### config.mk
export PLATFORM = sky130hd
export DESIGN_NAME = ufmt_top
export DESIGN_NICKNAME = d
export VERILOG_FILES = /design/src/pkg/ufmt_pkg.sv /design/src/verilog/ufmt_tick.sv /design/src/verilog/ufmt_shift.sv /design/src/verilog/ufmt_top.sv
export VERILOG_INCLUDE_DIRS = /design/src /design/src/pkg
export SDC_FILE = /design/constraint.sdc
export NUM_CORES = 1
export LEC_CHECK = 0
export ABC_AREA = 1
export BUFFER_PORTS_ARGS = -buffer_cell sky130_fd_sc_hd__clkbuf_2
export CAP_MARGIN = 30
export CORE_MARGIN = 10
export CORE_UTILIZATION = 45
export CTS_CLUSTER_DIAMETER = 30
export DETAILED_ROUTE_END_ITERATION = 8
export PLACE_DENSITY = 0.76
export SLEW_MARGIN = 30
export SYNTH_ARGS = -nofsm -noshare
export SYNTH_HDL_FRONTEND = slang
export SYNTH_SLANG_ARGS = --single-unit
### constraint.sdc
create_clock -name i_clk -period 3.19 [get_ports i_clk]
set_clock_uncertainty 0.2 [all_clocks]
set_input_delay 0.1595 -clock i_clk [delete_from_list [all_inputs] [get_ports i_clk]]
set_output_delay 0.1595 -clock i_clk [all_outputs]
set_load 0.05 [all_outputs]
### src/pkg/ufmt_map.svh
// Purpose: Register offsets, field positions, reset values of the USART tx
// Assumes: Avalon-MM byte addresses, one 32-bit word per register
// Notes: Included by bare name
`ifndef UFMT_MAP_SVH
`define UFMT_MAP_SVH
// ==========================================================
// Offsets
`define UFMT_OFF_DATA 4'h0
`define UFMT_OFF_CSA 4'h4
`define UFMT_OFF_CSB 4'h8
`define UFMT_OFF_FRM 4'hc
`define UFMT_OFF_BAUDL 4'h0
// ==========================================================
// Field positions
`define UFMT_CSA_DONE 6
`define UFMT_CSA_EMPTY 5
`define UFMT_CSA_FERR 4
`define UFMT_CSA_DBL 1
`define UFMT_CSB_TX_ENABLE_BIT 3
`define UFMT_CSB_SIZE2 2
`define UFMT_CSB_NINTH 0
`define UFMT_FRM_SEL 7
`define UFMT_FRM_SYNC 6
`define UFMT_FRM_PAR_HI 5
`define UFMT_FRM_PAR_LO 4
`define UFMT_FRM_STOP 3
`define UFMT_FRM_SIZE_HI 2
`define UFMT_FRM_SIZE_LO 1
// ==========================================================
// Reset values
`define UFMT_RST_FRM 8'h06
`define UFMT_RST_BAUD 12'h000
// Reset format fields: eight data bits, no parity, one stop
`define UFMT_RST_SIZE 3'h3
`define UFMT_RST_PAR 2'h0
`define UFMT_RST_STOP 1'b0
`endif

### src/pkg/ufmt_pkg.sv
// Purpose: Types shared by the USART transmit frame formatter
// Assumes: Nothing
// Notes: Constants live in ufmt_map.svh
package ufmt_pkg;
   // ==========================================================
   // Frame format
   typedef struct packed {
      logic [2:0] size;
      logic [1:0] parity;
      logic stop2;
   } ufmt_fmt_t;
   typedef enum logic [1:0] {
      UFMT_BIT_START,
      UFMT_BIT_DATA,
      UFMT_BIT_PARITY,
      UFMT_BIT_STOP
   } ufmt_phase_t;
endpackage

### src/verilog/ufmt_tick.sv
// Purpose: Bit-rate tick for the transmitter
// Assumes: Divider value and mode from registers; ext clock synchronised
// Notes: Internal: fosc/(div+1)/16 or /8; sync: edge of ext clock
`timescale 1ns/1ps
module ufmt_tick (
   input wire logic i_clk,
   input wire logic i_sys_rst,
   input wire logic [11:0] i_div,
   input wire logic i_div_load,
   input wire logic i_dbl,
   input wire logic i_sync,
   input wire logic i_xck,
   output logic o_tick
);
   logic [11:0] cnt_reg;
   logic [3:0] pre_reg;
   logic x1_reg;
   logic x2_reg;
   logic x3_reg;
   logic base;
   assign base = (cnt_reg == 12'h000);
   // ==========================================================
   // Down-counter, reloaded on zero or divider low write
   always_ff @(posedge i_clk) begin
      if (i_sys_rst || i_div_load || base) begin
         cnt_reg <= i_div;
      end else begin
         cnt_reg <= cnt_reg - 12'h001;
      end
   end
   always_ff @(posedge i_clk) begin
      if (i_sys_rst) begin
         pre_reg <= 4'h0;
      end else if (base) begin
         pre_reg <= pre_reg + 4'h1;
      end
   end
   // ==========================================================
   // Ext clock: x2 and x3 feed the rising-edge detector
   always_ff @(posedge i_clk) begin
      if (i_sys_rst) begin
         x1_reg <= 1'b0;
         x2_reg <= 1'b0;
         x3_reg <= 1'b0;
      end else begin
         x1_reg <= i_xck;
         x2_reg <= x1_reg;
         x3_reg <= x2_reg;
      end
   end
   always_comb begin
      if (i_sync) begin
         o_tick = x2_reg && !x3_reg;
      end else if (i_dbl) begin
         o_tick = base && (pre_reg[2:0] == 3'h7);
      end else begin
         o_tick = base && (pre_reg == 4'hf);
      end
   end
endmodule

### src/verilog/ufmt_shift.sv
// Purpose: Transmit shift register, one bit per tick
// Assumes: Format stable while busy
// Notes: Line idles high
`timescale 1ns/1ps
module ufmt_shift (
   input wire logic i_clk,
   input wire logic i_sys_rst,
   input wire logic i_tick,
   input wire logic i_load,
   input wire logic [8:0] i_data,
   input wire ufmt_pkg::ufmt_fmt_t i_fmt,
   output logic o_idle,
   output logic o_last,
   output logic o_line
);
   ufmt_pkg::ufmt_phase_t ph_reg;
   logic busy_reg;
   logic [8:0] sh_reg;
   logic [3:0] n_reg;
   logic par_reg;
   logic line_reg;
   logic [3:0] nbits;
   logic [8:0] mask;
   assign nbits = (i_fmt.size == 3'h7) ? 4'h9 : {2'b00, i_fmt.size[1:0]} + 4'h5;
   assign mask = (9'h1ff >> (4'h9 - nbits));
   assign o_idle = !busy_reg;
   assign o_line = line_reg;
   assign o_last = busy_reg && i_tick && (ph_reg == ufmt_pkg::UFMT_BIT_STOP)
      && (n_reg == 4'h0);
   // ==========================================================
   // Frame sequencer
   always_ff @(posedge i_clk) begin
      if (i_sys_rst) begin
         busy_reg <= 1'b0;
         ph_reg <= ufmt_pkg::UFMT_BIT_START;
         sh_reg <= 9'h000;
         n_reg <= 4'h0;
         par_reg <= 1'b0;
         line_reg <= 1'b1;
      end else if (i_load) begin
         busy_reg <= 1'b1;
         ph_reg <= ufmt_pkg::UFMT_BIT_START;
         sh_reg <= i_data & mask;
         par_reg <= ^(i_data & mask) ^ i_fmt.parity[0];
         n_reg <= nbits - 4'h1;
      end else if (busy_reg && i_tick) begin
         unique case (ph_reg)
            ufmt_pkg::UFMT_BIT_START: begin
               line_reg <= 1'b0;
               ph_reg <= ufmt_pkg::UFMT_BIT_DATA;
            end
            ufmt_pkg::UFMT_BIT_DATA: begin
               line_reg <= sh_reg[0];
               sh_reg <= {1'b0, sh_reg[8:1]};
               if (n_reg == 4'h0) begin
                  // One extra count so the last stop bit is fully sent
                  n_reg <= i_fmt.stop2 ? 4'h2 : 4'h1;
                  ph_reg <= i_fmt.parity[1] ? ufmt_pkg::UFMT_BIT_PARITY
                     : ufmt_pkg::UFMT_BIT_STOP;
               end else begin
                  n_reg <= n_reg - 4'h1;
               end
            end
            ufmt_pkg::UFMT_BIT_PARITY: begin
               line_reg <= par_reg;
               ph_reg <= ufmt_pkg::UFMT_BIT_STOP;
            end
            ufmt_pkg::UFMT_BIT_STOP: begin
               line_reg <= 1'b1;
               if (n_reg == 4'h0) begin
                  busy_reg <= 1'b0;
               end else begin
                  n_reg <= n_reg - 4'h1;
               end
            end
         endcase
      end else if (!busy_reg && i_tick) begin
         line_reg <= 1'b1;
      end
   end
endmodule

### src/verilog/ufmt_top.sv
// Purpose: USART frame formatter and transmitter with Avalon-MM registers
// Assumes: 20 MHz clock, synchronous reset, one waitrequest cycle per access
// Notes: Receiver limited to first-stop-bit framing check on a line input
// ==========================================================
// Behaviour
// - Thirty formats: 5-9 bits, parity, stops
// - Start first, then data LSB first
// - Parity after last data, before stop
// - Back-to-back frames or idle high line
// - Start bit low, stop bits high
// - One format shared by tx and rx
// - Rx checks first stop only for framing
// - Parity is data xor, inverted if odd
// - Tx enable takes over the output pin
// - Sync mode clocks from external pin
// - Data register write starts transmission
// - Load shifter when idle or after stop
// - Shift at baud rate or external clock
// - Unused high data bits are ignored
// - Select bit routes shared write to format
// - Ninth data bit carried unchanged
// - Buffer-empty set when empty, cleared on write
// - Done flag set when all sent, write-one clears
// - Disable waits until shifter and buffer empty
// - Upper parity bit enables parity
`timescale 1ns/1ps
`include "ufmt_map.svh"
module ufmt_top (
   input wire logic i_clk,
   input wire logic i_sys_rst,
   input wire logic [3:0] i_avs_address,
   input wire logic i_avs_read,
   input wire logic i_avs_write,
   input wire logic [31:0] i_avs_writedata,
   input wire logic [3:0] i_avs_byteenable,
   output logic [31:0] o_avs_readdata,
   output logic o_avs_waitrequest,
   input wire logic i_xck,
   input wire logic i_rx_line,
   input wire logic i_port_out,
   output logic o_txd,
   output logic o_txd_oe
);
   logic ack_reg;
   logic [31:0] rd_reg;
   logic [7:0] data_reg;
   logic ninth_reg;
   logic buf_full_reg;
   logic done_reg;
   logic dbl_reg;
   logic tx_enable_bit_reg;
   logic tx_on_reg;
   logic sync_reg;
   logic [11:0] baud_reg;
   ufmt_pkg::ufmt_fmt_t fmt_reg;
   logic ferr_reg;
   logic wr;
   logic rd;
   logic wr_data;
   logic wr_baudl;
   logic sh_idle;
   logic sh_last;
   logic sh_line;
   logic tick;
   logic load;
   logic r1_reg;
   logic r2_reg;
   logic r3_reg;
   logic [3:0] rcnt_reg;
   logic [3:0] rstop_reg;
   logic rbusy_reg;

   // ==========================================================
   // Bus slave: one wait cycle, then ack
   assign wr = i_avs_write && !ack_reg;
   assign rd = i_avs_read && !ack_reg;
   assign o_avs_waitrequest = (i_avs_read || i_avs_write) && !ack_reg;
   assign wr_data = i_avs_write && ack_reg
      && (i_avs_address == `UFMT_OFF_DATA) && i_avs_byteenable[0];
   assign wr_baudl = i_avs_write && ack_reg
      && (i_avs_address == `UFMT_OFF_BAUDL) && i_avs_byteenable[1];
   always_ff @(posedge i_clk) begin
      if (i_sys_rst) begin
         ack_reg <= 1'b0;
      end else begin
         ack_reg <= (wr || rd);
      end
   end
   // Read data frozen in the wait cycle
   always_ff @(posedge i_clk) begin
      if (i_sys_rst) begin
         rd_reg <= 32'h0000_0000;
      end else if (rd) begin
         unique case (i_avs_address)
            `UFMT_OFF_DATA: rd_reg <= {16'h0000, baud_reg[7:0], 8'h00};
            `UFMT_OFF_CSA: rd_reg <= {24'h000000, 1'b0, done_reg,
               !buf_full_reg, ferr_reg, 2'b00, dbl_reg, 1'b0};
            `UFMT_OFF_CSB: rd_reg <= {28'h0000000, tx_enable_bit_reg,
               fmt_reg.size[2], 1'b0, ninth_reg};
            `UFMT_OFF_FRM: rd_reg <= {24'h000000, 1'b1, sync_reg,
               fmt_reg.parity, fmt_reg.stop2, fmt_reg.size[1:0], 1'b0};
            default: rd_reg <= 32'h0000_0000;
         endcase
      end
   end
   assign o_avs_readdata = rd_reg;

   // ==========================================================
   // Data word: bits 7:0 data, bits 15:8 baud low
   // Baud high and format share one offset; bit 7 selects
   always_ff @(posedge i_clk) begin
      if (i_sys_rst) begin
         baud_reg <= `UFMT_RST_BAUD;
         fmt_reg.size <= `UFMT_RST_SIZE;
         fmt_reg.parity <= `UFMT_RST_PAR;
         fmt_reg.stop2 <= `UFMT_RST_STOP;
         sync_reg <= 1'b0;
      end else if (i_avs_write && ack_reg) begin
         if (wr_baudl) begin
            baud_reg[7:0] <= i_avs_writedata[15:8];
         end
         if ((i_avs_address == `UFMT_OFF_FRM) && i_avs_byteenable[0]) begin
            if (i_avs_writedata[`UFMT_FRM_SEL]) begin
               sync_reg <= i_avs_writedata[`UFMT_FRM_SYNC];
               fmt_reg.parity <= i_avs_writedata[`UFMT_FRM_PAR_HI:
                  `UFMT_FRM_PAR_LO];
               fmt_reg.stop2 <= i_avs_writedata[`UFMT_FRM_STOP];
               fmt_reg.size[1:0] <= i_avs_writedata[`UFMT_FRM_SIZE_HI:
                  `UFMT_FRM_SIZE_LO];
            end else begin
               baud_reg[11:8] <= i_avs_writedata[3:0];
            end
         end
         if ((i_avs_address == `UFMT_OFF_CSB) && i_avs_byteenable[0]) begin
            fmt_reg.size[2] <= i_avs_writedata[`UFMT_CSB_SIZE2];
         end
      end
   end
   // ==========================================================
   // Control B and A
   always_ff @(posedge i_clk) begin
      if (i_sys_rst) begin
         tx_enable_bit_reg <= 1'b0;
         ninth_reg <= 1'b0;
         dbl_reg <= 1'b0;
      end else if (i_avs_write && ack_reg && i_avs_byteenable[0]) begin
         if (i_avs_address == `UFMT_OFF_CSB) begin
            tx_enable_bit_reg <= i_avs_writedata[`UFMT_CSB_TX_ENABLE_BIT];
            ninth_reg <= i_avs_writedata[`UFMT_CSB_NINTH];
         end
         if (i_avs_address == `UFMT_OFF_CSA) begin
            dbl_reg <= i_avs_writedata[`UFMT_CSA_DBL];
         end
      end
   end

   // ==========================================================
   // Transmit buffer
   assign load = buf_full_reg && tx_on_reg && (sh_idle || sh_last);
   always_ff @(posedge i_clk) begin
      if (i_sys_rst) begin
         data_reg <= 8'h00;
         buf_full_reg <= 1'b0;
      end else if (wr_data) begin
         data_reg <= i_avs_writedata[7:0];
         buf_full_reg <= 1'b1;
      end else if (load) begin
         buf_full_reg <= 1'b0;
      end
   end
   // Done flag: set beats write-one clear
   always_ff @(posedge i_clk) begin
      if (i_sys_rst) begin
         done_reg <= 1'b0;
      end else if (sh_last && !buf_full_reg) begin
         done_reg <= 1'b1;
      end else if (i_avs_write && ack_reg && i_avs_byteenable[0]
         && (i_avs_address == `UFMT_OFF_CSA)
         && i_avs_writedata[`UFMT_CSA_DONE]) begin
         done_reg <= 1'b0;
      end
   end
   // Pin ownership outlives the enable until drained
   always_ff @(posedge i_clk) begin
      if (i_sys_rst) begin
         tx_on_reg <= 1'b0;
      end else if (tx_enable_bit_reg) begin
         tx_on_reg <= 1'b1;
      end else if (sh_idle && !buf_full_reg) begin
         tx_on_reg <= 1'b0;
      end
   end
   assign o_txd = tx_on_reg ? sh_line : i_port_out;
   assign o_txd_oe = 1'b1;

   // ==========================================================
   // Datapath
   ufmt_tick u_tick (
      .i_clk(i_clk),
      .i_sys_rst(i_sys_rst),
      .i_div(baud_reg),
      .i_div_load(wr_baudl),
      .i_dbl(dbl_reg),
      .i_sync(sync_reg),
      .i_xck(i_xck),
      .o_tick(tick)
   );
   ufmt_shift u_shift (
      .i_clk(i_clk),
      .i_sys_rst(i_sys_rst),
      .i_tick(tick),
      .i_load(load),
      .i_data({ninth_reg, data_reg}),
      .i_fmt(fmt_reg),
      .o_idle(sh_idle),
      .o_last(sh_last),
      .o_line(sh_line)
   );

   // ==========================================================
   // Rx framing check, one sample per tick; no recovery
   always_ff @(posedge i_clk) begin
      if (i_sys_rst) begin
         r1_reg <= 1'b1;
         r2_reg <= 1'b1;
      end else begin
         r1_reg <= i_rx_line;
         r2_reg <= r1_reg;
      end
   end
   always_ff @(posedge i_clk) begin
      if (i_sys_rst) begin
         r3_reg <= 1'b1;
         rbusy_reg <= 1'b0;
         rcnt_reg <= 4'h0;
         rstop_reg <= 4'h0;
         ferr_reg <= 1'b0;
      end else if (tick) begin
         r3_reg <= r2_reg;
         if (!rbusy_reg && !r2_reg) begin
            rbusy_reg <= 1'b1;
            rcnt_reg <= 4'h0;
            rstop_reg <= ((fmt_reg.size == 3'h7) ? 4'h9
               : {2'b00, fmt_reg.size[1:0]} + 4'h5)
               + {3'b000, fmt_reg.parity[1]} + 4'h1;
         end else if (rbusy_reg) begin
            rcnt_reg <= rcnt_reg + 4'h1;
            if (rcnt_reg == rstop_reg - 4'h1) begin
               rbusy_reg <= 1'b0;
               ferr_reg <= !r2_reg;
            end
         end
      end
   end
endmodule

; Word level (Yosys, flattened, before mapping)
; Index checks and enable logic that the tools add are counted.
[word_totals]
regBits = 115
inputBits = 47
[op_classes]
add_sub_neg = 10
eq_ne = 12
shifts = 1
mux = 36
bitwise_logic = 5
n_reduce_logical = 66
[op_table]
columns = cell, count
row1 = 16-bit case mux with 4 select lines, 1
row2 = 4-bit 2-to-1 mux, 7
row3 = 9-bit 2-to-1 mux, 3
row4 = 1-bit logical AND, 24
row5 = 1-bit 2-to-1 mux, 19
row6 = 2-bit nonzero test, 9
row7 = 2-bit AND reduction, 8
row8 = 3-bit AND reduction, 5
row9 = "4-bit by 1-bit adder with 4-bit output, second input constant", 3
row10 = "4-bit equality test, second input constant", 3
row11 = 12-bit zero test, 1
row12 = 12-bit 2-to-1 mux, 1
row13 = "12-bit by 1-bit subtractor with 12-bit output, second input constant", 1
row14 = "4-bit by 1-bit subtractor with 4-bit output, second input constant", 3
row15 = 9-bit bitwise AND, 1
row16 = 9-bit XOR reduction, 1
row17 = "9-bit by 4-bit right shift with 9-bit output, first input constant", 1
row18 = 4-bit zero test, 2
row19 = 4-bit case mux with 2 select lines, 1
row20 = "3-bit equality test, second input constant", 2
row21 = 1-bit zero test, 6
row22 = 2-bit case mux with 3 select lines, 1
row23 = 3-bit nonzero test, 2
row24 = 1-bit logical OR, 5
row25 = 16 further kinds, 20

; Longest topological paths before layout
; Gate-level depths: netlist (run 1).
[depth]
word_depth = 11
ltp_mapped = 14
ltp_nobuf = 14

; By module
; A second synthesis (run 1) with hierarchy kept.
[hier_totals]
hier_cells = 712
area_unflattened_um2 = 5114.9
[modules_own_cells]
columns = mod, instances, cells_each, area_each_um2, seq_area_each_um2
row1 = ufmt_top, 1, 360, 2757.6, 1241.2
row2 = ufmt_shift, 1, 196, 1307.5, 360.3
row3 = ufmt_tick, 1, 156, 1049.8, 380.4

; Worst setup path after synthesis (run 1)
; No wires, ideal clock.
[synth_path]
kind = register to register
from = reg fmt_reg[3] (netlist name)
to = reg u_shift.par_reg
arrival_time_ns = 1.979
required_ns = 2.920
slack_ns = 0.941
stages_incl_launch_ff = 15
n_path_buf = 0
synth_period_minus_slack_ns = 2.249
cell_sequence = dfxtp_1 -> ha_1 -> a21oi_1 -> inv_1 -> ha_1 -> o21ai_0 -> xor2_1 -> inv_1 -> nand2_1 -> nand2_1 -> nand2_1 -> nand2_1 -> nand2_1 -> nand2_1 -> a21oi_1
[synth_via]
elab_chain_len = 7
elab_cells_between_ends = 8
classes_between = 2 x add/sub / 1 x eq/ne / 1 x shift / 1 x mux / 2 x bitwise / 1 x reduce/logical
[synth_lines]
columns = item, line_no
row1 = "start, declared", ufmt_top.sv:55  ; ufmt_pkg::ufmt_fmt_t fmt_reg;
row2 = 2-bit by 3-bit adder with 4-bit output / 3-bit equality test (equally long branches), ufmt_shift.sv:24  ; assign nbits = (i_fmt.size == 3'h7) ? 4'h9 : {2'b00, i_fmt.size[1:0]} + 4'h5;
row3 = 4-bit 2-to-1 mux (*), ufmt_shift.sv:24
row4 = 4-bit subtractor (*), ufmt_shift.sv:25  ; assign mask = (9'h1ff >> (4'h9 - nbits));
row5 = 9-bit by 4-bit right shift with 9-bit output (*), ufmt_shift.sv:25
row6 = 9-bit bitwise AND (*), ufmt_shift.sv:44  ; par_reg <= ^(i_data & mask) ^ i_fmt.parity[0];
row7 = 9-bit XOR reduction (*), ufmt_shift.sv:44
row8 = 1-bit XOR (*), ufmt_shift.sv:44
row9 = "end signal, assigned", ufmt_shift.sv:44
row10 = "end, declared", ufmt_shift.sv:20  ; logic par_reg;
; Mark *: on every way between the ends. The rest lies on a longest branch, timed or not.
; A chain may end at the register's enable or synchronous reset.

; Worst setup path after layout (run 1)
; Same ends and word-level chain as after synthesis.

==> results of run 1 <==
## cells by family (layout without fill, tap and decap cells)
| family | after synthesis | count (layout) | share of synthesized area, % |
|---|---|---|---|
| simple gates | 273 | 273 | 23.9 |
| other cells | 2 | 17 | 0.153 |
| flops | 99 | 99 | 40.5 |
| buf+inv | 117 | 173 | 10.7 |
| compound gates | 140 | 140 | 15.5 |
| mux | 1 | 1 | 0.230 |
| xor+xnor | 18 | 18 | 3.22 |
| fa+ha+maj | 22 | 22 | 5.77 |
## through the flow
step	std cells	power (W)	area [sq um]
floorplan	687	0.00154	4950
global placement	843	0.00159	5180
detailed placement	843	0.00159	5180
CTS	883	0.00241	5610
global route	883	0.00250	5610
finish	883	0.00239	5610
## metal layers
metal,part of all wire (%),GRT usage (%),up-vias
met1,44,17.1,1903
met5,0,0,-
met3,7.0,4.38,17
met4,1.8,5.14,0
li1,-,-,2254
met2,47,23.9,89
## worst paths after layout
check | end | slack [ps] | cells past startpoint
setup / recovery | u_shift.par_reg | 590 | 14
hold / removal | o_avs_readdata[10] | 80 | 6
setup reg to reg | u_shift.par_reg | 590 | 14
hold reg to reg | u_tick.x2_reg | 220 | 2
## cell type report
class / instances / area share, %
inverters: 83 / 5.56
repair buffers: 74 / 8.93
clock buffers: 9 / 2.21
multi-input cells: 471 / 43.7
flip-flops and latches: 99 / 35.3
clock inverters: 7 / 1.18
well taps: 140 / 3.12
## power by group through the flow
stage	registers [W]	clock network [W]	logic [W]
4_1_cts	0.00130	0.000822	0.000294
6_report	0.00130	0.000805	0.000294
2_1_floorplan	0.00135	0	0.000193
3_3_place_gp	0.00132	0	0.000268
3_5_place_dp	0.00132	0	0.000270
5_1_grt	0.00130	0.000870	0.000326
## worst max-delay path: cells and delay by family, from the launching register on
| family | cells | cell delay [ps] |
|---|---|---|
| compound gates | 3 | 740 |
| fa+ha+maj | 2 | 470 |
| flops | 1 | 390 |
| simple gates | 6 | 350 |
| xor+xnor | 1 | 240 |
| buf+inv | 2 | 160 |
## cell usage after synthesis (all sizes together)
cell type,count
mux2,1
a211oi,2
o22ai,3
nor3,13
inv,83
clkbuf,12
xnor2,5
nand3,29
buf,22
a21oi,52
nor2,101
dfxtp,99
nand2,116
o21bai,3
conb,2
ha,21
a31oi,7
or2,6
nor3b,1
nand3b,5
fa,1
xor2,13
o31ai,2
o211ai,3
nand4,1
o21ai,68
nor4,1
## what timing repair did
| item | 4_1_cts | 5_1_grt |
|---|---|---|
| hold buffers | 24 | 0 |
| hold endpoints to repair | 50 | 0 |
| setup endpoints to repair | 0 | 0 |
==> impl_metrics.tcl, run 1 <==
set metrics [dict create \
    htree_levels 3 \
    powerDensity_nw_per_um2 427 \
    numCtsBuffers 9 \
    synthCells 672 \
    vias 4263 \
    numPortBuffers 46 \
    fin_setup_tns_ps 0 \
    hold_viol 0 \
    tightest_slew_ps 823 \
    hp-class "in2reg" \
    routed_via_density 4.83 \
    ant_nets 0 \
    wire_per_inst_um 12.7 \
    dieArea_sq_um 15500 \
    slew_violations 0 \
    worst_ep_required_time_ps 3310 \
    start_util_pct 45.6 \
    crit_slowest_cell "dfxtp_1" \
    switching_share_pct 30.2 \
    crit_path_frequent_cell "nand2_1" \
    end_kind "register" \
    clk_latency_ps 380 \
    multiInputGateArea_sq_um 2450 \
    ir_worst_vdd_v 0.000212 \
    cts_tree "built" \
    yosysWarnings 0 \
    yosys.area.top_type "dfxtp_1" \
    syn_avg_cell_area_sq_um 7.29 \
    post-dp-hpwl_mm 8.23 \
    crit_path_max_incr_delay_ps 390 \
    pwr-share-comb_pct 12.3 \
    switchingPower_w 0.000724 \
    worstSetupPathType "reg2reg" \
    post_cts_buffers 0 \
    drv_cap 0 \
    maxSlewHeadroom_pct 44.8 \
    routed_wl_mm 11.2 \
    final_core_util_pct 52.2 \
    drc_errors 0 \
    clock_power_share_pct 33.6 \
    leakage_nw 2.51 \
    grt_usage_pct 14.4 \
    place_congestion 0.821 \
    drive_gt1_share_pct 11.4 \
    p_seq_share_pct 54.1 \
    critPathLaunchType "register" \
    die_w_um 124 \
    fin_ws_ps 590 \
    max_freq_ghz 0.385 \
    die_h_um 124 \
    grt-ovfl-total 0 \
    synth_seq_cells 99 \
    grt_pass1_vias 4187 \
    cts.sinks 99 \
    grt_pass1_wl_mm 19.1 \
    setup_viol 0 \
    fillers 1059 \
    cp.arrival_ps 2720 \
    dr.pass1.iters 5 \
    grt_antenna_before_repair 0 \
    grt_max_degree 31 \
    root_buffer "clkbuf_8" \
    crit_path_cell_trace "ha_1 > a21oi_1 > inv_1 > ha_1 > o21ai_0 > xor2_1 > inv_1 > nand2_1 > nand2_1 > nand2_1 > nand2_1 > nand2_1 > nand2_1 > a21oi_1" \
    post_cts_resized 0 \
    rsz0062_at_grt "false" \
    synthTopCellsByArea "dfxtp_1 (40%), nand2_1 (8.7%), nor2_1 (7.5%)" \
    pre_cts_ws_ps 588 \
    outcome "completed" \
    largest_reg_flops 16 \
    row_count 38 \
    critPathLaunch "fmt_reg[3]" \
    cp_max_fo 5 \
    seq_area_sq_um 1980 \
    final_cell_mix "nand2_1 (113), dfxtp_1 (99), nor2_1 (98)" \
    post-route-period-util_pct 81.5 \
    clkSlewWorstSetupHoldPaths_ps 100 \
    ioPinCount 82 \
    min_period_ps 2600 \
    reg2reg_from "fmt_reg[3]" \
    final_common_cell "nand2_1" \
    nets 807 \
    drt_iter0_markers 220 \
    n_antenna_cell 0 \
    yosysSeqAreaShare_pct 40.5 \
    whs_ps 77.6 \
    synth_top_area_share_pct 40.5 \
    ys_types 41 \
    p_int_w 0.00167 \
    min-delay-start "i_avs_address[0]" \
    fp.coreArea_sq_um 10700 \
    syn_to_final_growth_pct 14.5 \
    synth_area_sq_um 4900 \
    cts_buffer_depth 2 \
]
No activity file was read; power rests on OpenSTA's default activity.
==> inputs of run 2 (changes only) <==
==> constraint.sdc (replaced) <==
create_clock -name i_clk -period 2.6 [get_ports i_clk]
set_clock_uncertainty 0.2 [all_clocks]
set_input_delay 0.13 -clock i_clk [delete_from_list [all_inputs] [get_ports i_clk]]
set_output_delay 0.13 -clock i_clk [all_outputs]
set_load 0.05 [all_outputs]
==> impl_metrics.tcl, run 2 (synthesis results as in run 1) <==
set metrics [dict create \
    hold_viol 0 \
    place_congestion 0.837 \
    leakage_nw 2.52 \
    tightest_slew_ps 661 \
    p_seq_share_pct 53.1 \
    cts.sinks 99 \
    fp.coreArea_sq_um 10700 \
    post-dp-hpwl_mm 8.23 \
    setup_viol 0 \
    htree_levels 3 \
    worst_ep_required_time_ps 2700 \
    min_period_ps 2360 \
    crit_path_max_incr_delay_ps 410 \
    max_freq_ghz 0.424 \
    power.total_w 0.00299 \
    clock_power_share_pct 34.7 \
    grt_pass1_wl_mm 19.3 \
    clkSlewWorstSetupHoldPaths_ps 100 \
    numPortBuffers 46 \
    final_common_cell "nand2_1" \
    rsz0062_at_grt "false" \
    drv_cap 0 \
    reg2reg_to "u_shift.par_reg" \
    powerDensity_nw_per_um2 531 \
    slew_violations 0 \
    placedCellCount 844 \
    wire_per_inst_um 12.7 \
    grt-ovfl-total 0 \
    drive_gt1_share_pct 11.9 \
    reg2reg_depth 14 \
    outcome "completed" \
    nets 806 \
    syn_to_final_growth_pct 15.0 \
    row_count 38 \
    grt_antenna_before_repair 0 \
    routed_via_density 4.85 \
    ioPinCount 82 \
    final_cell_mix "nand2_1 (113), dfxtp_1 (98), nor2_1 (97)" \
    p_int_w 0.00213 \
    post-route-period-util_pct 90.7 \
    end_kind "register" \
    numCtsBuffers 9 \
    cts_buffer_depth 2 \
    fin_area_sq_um 5630 \
    min-delay-start "i_avs_address[3]" \
    reg2reg_from "fmt_reg[4]" \
    die_w_um 124 \
    vias 4277 \
    clk_latency_ps 370 \
    maxSlewHeadroom_pct 55.6 \
    grt_max_degree 61 \
    root_buffer "clkbuf_8" \
    placed_area_sq_um 5200 \
    dieArea_sq_um 15500 \
    drt_iter0_markers 228 \
    holdPathStages 5 \
    cp_max_fo 5 \
    grt_usage_pct 14.5 \
    crit_path_frequent_cell "nand2_1" \
    crit_slowest_cell "dfxtp_1" \
    cts_tree "built" \
    crit_path_cell_trace "inv_1 > ha_1 > inv_1 > ha_1 > o21ai_1 > xor2_1 > inv_1 > nand2_1 > nand2_1 > nand2_1 > nand2_1 > nand2_1 > nand2_1 > a21oi_1" \
    switching_share_pct 28.7 \
    fin_setup_tns_ps 0 \
    min_to "o_avs_readdata[0]" \
    dr.pass1.iters 4 \
    post_cts_buffers 0 \
    stdcell_count 882 \
    die_h_um 124 \
    worstSetupPathType "reg2reg" \
    pwr-share-comb_pct 12.2 \
    reg2reg_slack_ps 240 \
    ir_worst_vdd_v 0.000331 \
    ant_nets 0 \
    n_antenna_cell 0 \
    switchingPower_w 0.000859 \
    cp.arrival_ps 2460 \
    grt_pass1_vias 4184 \
    routed_wl_mm 11.2 \
    largest_reg_flops 16 \
    hp-class "in2reg" \
    drc_errors 0 \
    start_util_pct 45.6 \
    critPathLaunchType "register" \
]
run 2: what timing repair did:
item	4_1_cts	5_1_grt
hold buffers	22	0
endpoints found under the hold margin	42	0
gates resized for setup	0	4
setup endpoints to repair	0	8
run 2: how the worst max path moves through the flow:
stage	slack (ps)	endpoint	depth (start not counted)	start
3_3_place_gp	200	u_tick.cnt_reg[9]	10	u_tick.cnt_reg[0]
6_report	240	u_shift.par_reg	14	fmt_reg[4]
4_1_cts	130	u_shift.par_reg	14	fmt_reg[3]
3_5_place_dp	160	u_tick.cnt_reg[9]	10	u_tick.cnt_reg[0]
2_1_floorplan	350	u_shift.par_reg	14	fmt_reg[3]
5_1_grt	30	u_shift.par_reg	14	fmt_reg[4]
run 2: critical path: cells and delay by family, from the launching register on:
family / cells / cell delay, ps
simple gates: 6 / 340
fa+ha+maj: 2 / 520
compound gates: 2 / 340
flops: 1 / 410
xor+xnor: 1 / 210
buf+inv: 3 / 270
run 2: layout make-up:
type,instances,area [sq um]
Sequential cell,99,1980
Multi-Input combinational cell,471,2460
Inverter,83,312
Clock buffer,9,124
Clock inverter,7,81.3
Fill cell,1074,5110
Tap cell,140,175
Timing Repair Buffer,73,500
run 2: power by group through the flow:
stage	clock network [W]	registers [W]	logic (W)
detailed placement	0	0.00162	0.000335
CTS	0.00105	0.00159	0.000362
global placement	0	0.00162	0.000331
global route	0.00112	0.00160	0.000406
finish	0.00104	0.00159	0.000364
floorplan	0	0.00166	0.000236
run 2: metrics by stage:
stage / hold slack (ps) / util [%] / worst slack [ps]
finish: 37.3 / 52.4 / 241
CTS: 27.9 / 52.3 / 135
global placement: 114 / 48.4 / 203
floorplan: 33.8 / - / 351
global route: 93.2 / 52.4 / 30.4
detailed placement: 121 / 48.4 / 158
run 2: layer usage:
metal	up-vias	global-route usage, %	wire length (um)
met5	-	0	0
met2	96	23.8	5170
met3	19	3.91	772
met1	1910	17.7	5080
li1	2252	-	-
met4	0	5.35	220
==> inputs of run 3 (changes only) <==
--- a/config.mk
+++ b/config.mk
@@ -8,7 +8,7 @@
 export LEC_CHECK = 0
 export ABC_AREA = 1
 export BUFFER_PORTS_ARGS = -buffer_cell sky130_fd_sc_hd__clkbuf_2
-export CAP_MARGIN = 30
+export CAP_MARGIN = 20
 export CORE_MARGIN = 10
 export CORE_UTILIZATION = 45
 export CTS_CLUSTER_DIAMETER = 30
@@ -17,4 +17,5 @@
 export SLEW_MARGIN = 30
 export SYNTH_ARGS = -nofsm -noshare
 export SYNTH_HDL_FRONTEND = slang
+export SYNTH_HIERARCHICAL = 1
 export SYNTH_SLANG_ARGS = --single-unit
==> impl_metrics.tcl, run 3 <==
set metrics [dict create \
    max_freq_ghz 0.414 \
    async_flop_share_pct 0 \
    yosysWarnings 6 \
    root_buffer "clkbuf_16" \
    ioPinCount 82 \
    hold_viol 0 \
    largest_reg_flops 16 \
    stdcell_count 945 \
    end_kind "register" \
    switchingPower_w 0.00134 \
    ant_nets 0 \
    slew_violations 0 \
    placed_area_sq_um 5520 \
    grt_usage_pct 15.6 \
    n_antenna_cell 0 \
    min_period_ps 2420 \
    start_util_pct 46.6 \
    synth_area_sq_um 5110 \
    cts_buffer_depth 2 \
    clk_latency_ps 340 \
    setup_viol 0 \
    grt_antenna_before_repair 0 \
    fin_area_sq_um 6140 \
    whs_ps 5.97 \
    cp_max_fo 6 \
    yosysMostFrequentCell "nand2_1" \
    p_int_w 0.00288 \
    grt_use_met3_pct 4.08 \
    routed_via_density 4.96 \
    clock_power_share_pct 33.6 \
    wire_per_inst_um 13.4 \
    grt_pass1_wl_mm 21.1 \
    post-dp-hpwl_mm 8.89 \
    synth_top_area_share_pct 38.7 \
    worstSetupPathType "reg2reg" \
    synthCells 712 \
    grt-ovfl-total 0 \
    worst_ep_required_time_ps 2630 \
    use_met1_pct 19.8 \
    ir_worst_vdd_v 0.000507 \
    die_h_um 127 \
    syn_to_final_growth_pct 20.1 \
    fp.coreArea_sq_um 11000 \
    place_congestion 0.879 \
    drv_cap 0 \
    cts_tree "built" \
    busiest_layer "met2" \
    powerDensity_nw_per_um2 687 \
    drt_iter0_markers 406 \
    die_w_um 127 \
    htree_levels 3 \
    ys_types 47 \
    crit_slowest_cell "dfxtp_1" \
    hp-class "in2reg" \
    ys.flop_type "dfxtp_1" \
    synthTopCellsByCount "nand2_1 (146), dfxtp_1 (99), inv_1 (93)" \
    numCtsBuffers 9 \
    critPathLaunchType "register" \
    clkSlewWorstSetupHoldPaths_ps 70 \
    outcome "completed" \
    drive_gt1_share_pct 17.1 \
    cp.arrival_ps 2450 \
    yosysSeqAreaShare_pct 38.7 \
    synth_seq_cells 99 \
    nets 869 \
    grt_max_degree 48 \
    crit_path_max_incr_delay_ps 320 \
    drc_errors 0 \
    row_count 38 \
    syn_avg_cell_area_sq_um 7.18 \
    switching_share_pct 31.7 \
    grt_pass1_vias 4385 \
    post-route-period-util_pct 93.0 \
    synthTopCellsByArea "dfxtp_1 (39%), nand2_1 (11%), inv_1 (6.8%)" \
    leakage_nw 2.71 \
    yosys.area.top_type "dfxtp_1" \
    placedCellCount 901 \
    met2_usage_pct 25.8 \
    vias 4691 \
    synth_edf_count 0 \
    pwr-share-comb_pct 26.3 \
    dr.pass1.iters 6 \
    final_cell_mix "nand2_1 (145), dfxtp_1 (99), inv_1 (91)" \
    crit_path_cell_trace "inv_1 > ha_2 > nand2_1 > nor2_4 > nand3_2 > o21ai_2 > nand2_2 > nor2_2 > o21ai_2 > nor2_4 > buf_6 > nor2_4 > buf_4 > nand2_1 > o211ai_1 > nand2_1 > inv_1" \
    p_seq_share_pct 40.1 \
    final_common_cell "nand2_1" \
    numPortBuffers 46 \
    cts.sinks 99 \
    routed_wl_mm 12.6 \
    dieArea_sq_um 16000 \
]
run 3: cell types whose count changed after synthesis, sizes merged, moves of 4 or more:
| cell | previous run | this run |
|---|---|---|
| nand3b | 5 | 1 |
| buf | 22 | 27 |
| xor2 | 13 | 5 |
| nor3 | 13 | 3 |
| nand3 | 29 | 36 |
| nand2 | 116 | 161 |
| nand4 | 1 | 7 |
| nor2 | 101 | 82 |
| a21oi | 52 | 59 |
| clkbuf | 12 | 7 |
| inv | 83 | 99 |
| o22ai | 3 | 7 |
| or2 | 6 | 2 |
run 3: area by class of cell:
type	instances	area [sq um]
fillers	1016	4840
multi-input cells	493	2610
flip-flops and latches	99	1980
repair buffers	96	677
inverters	101	387
clock buffers	10	229
well taps	140	175
clock inverters	6	87.6
run 3: what timing repair did:
item / in CTS / in global routing
setup buffers: 0 / 1
endpoints found under the setup margin: 1 / 22
endpoints found under the hold margin: 37 / 0
resized for setup: 1 / 10
hold buffers: 27 / 0
pin swaps: 2 / 2
run 3: logic make-up (layout without fill, tap and decap cells):
family | count (synthesis) | after routing | share of synthesized area (%)
compound gates | 151 | 151 | 16.0
xor+xnor | 8 | 8 | 1.52
fa+ha+maj | 22 | 22 | 5.53
buf+inv | 135 | 213 | 12.1
flops | 99 | 99 | 38.7
mux | 1 | 1 | 0.220
other cells | 2 | 17 | 0.147
simple gates | 294 | 294 | 25.8
run 3: critical path, delay by kind of cell, from the launching register on:
| kind | cells | cell delay, ps |
|---|---|---|
| flops | 1 | 320 |
| buf+inv | 4 | 420 |
| simple gates | 9 | 820 |
| fa+ha+maj | 1 | 190 |
| compound gates | 3 | 370 |
run 3: routing by layer:
metal  vias up  share of wire (%)
met1      2111                 45
met3         9                7.6
met5         -                  0
met4         0               0.93
li1       2427                  -
met2       144                 46
run 3: power by group through the flow:
stage | Combinational, W | Clock (W) | Sequential (W)
6_report | 0.00111 | 0.00142 | 0.00169
5_1_grt | 0.00125 | 0.00150 | 0.00170
4_1_cts | 0.00110 | 0.00145 | 0.00169
3_5_place_dp | 0.00105 | 0 | 0.00172
3_3_place_gp | 0.00105 | 0 | 0.00172
2_1_floorplan | 0.000769 | 0 | 0.00176
run 3: stage by stage:
step	util [%]	total power, W	setup slack (ps)	TNS (ps)
after detailed placement	50.3	0.00278	41.1	0
after global placement	50.3	0.00277	50.3	0
after CTS	55.6	0.00423	19.7	0
after floorplan	-	0.00253	34.5	0
final	55.9	0.00422	183	0
after global routing	55.9	0.00445	-2.22	-2.52
run 3: worst paths after layout:
path                       startpoint                 to  slack (ps)  cells past startpoint
setup / recovery    u_tick/cnt_reg[0]  u_shift/sh_reg[3]         180                     17
hold / removal    i_avs_byteenable[1]        baud_reg[3]           6                      4
setup reg to reg    u_tick/cnt_reg[0]  u_shift/sh_reg[3]         180                     17
hold reg to reg                r1_reg             r2_reg         210                      1
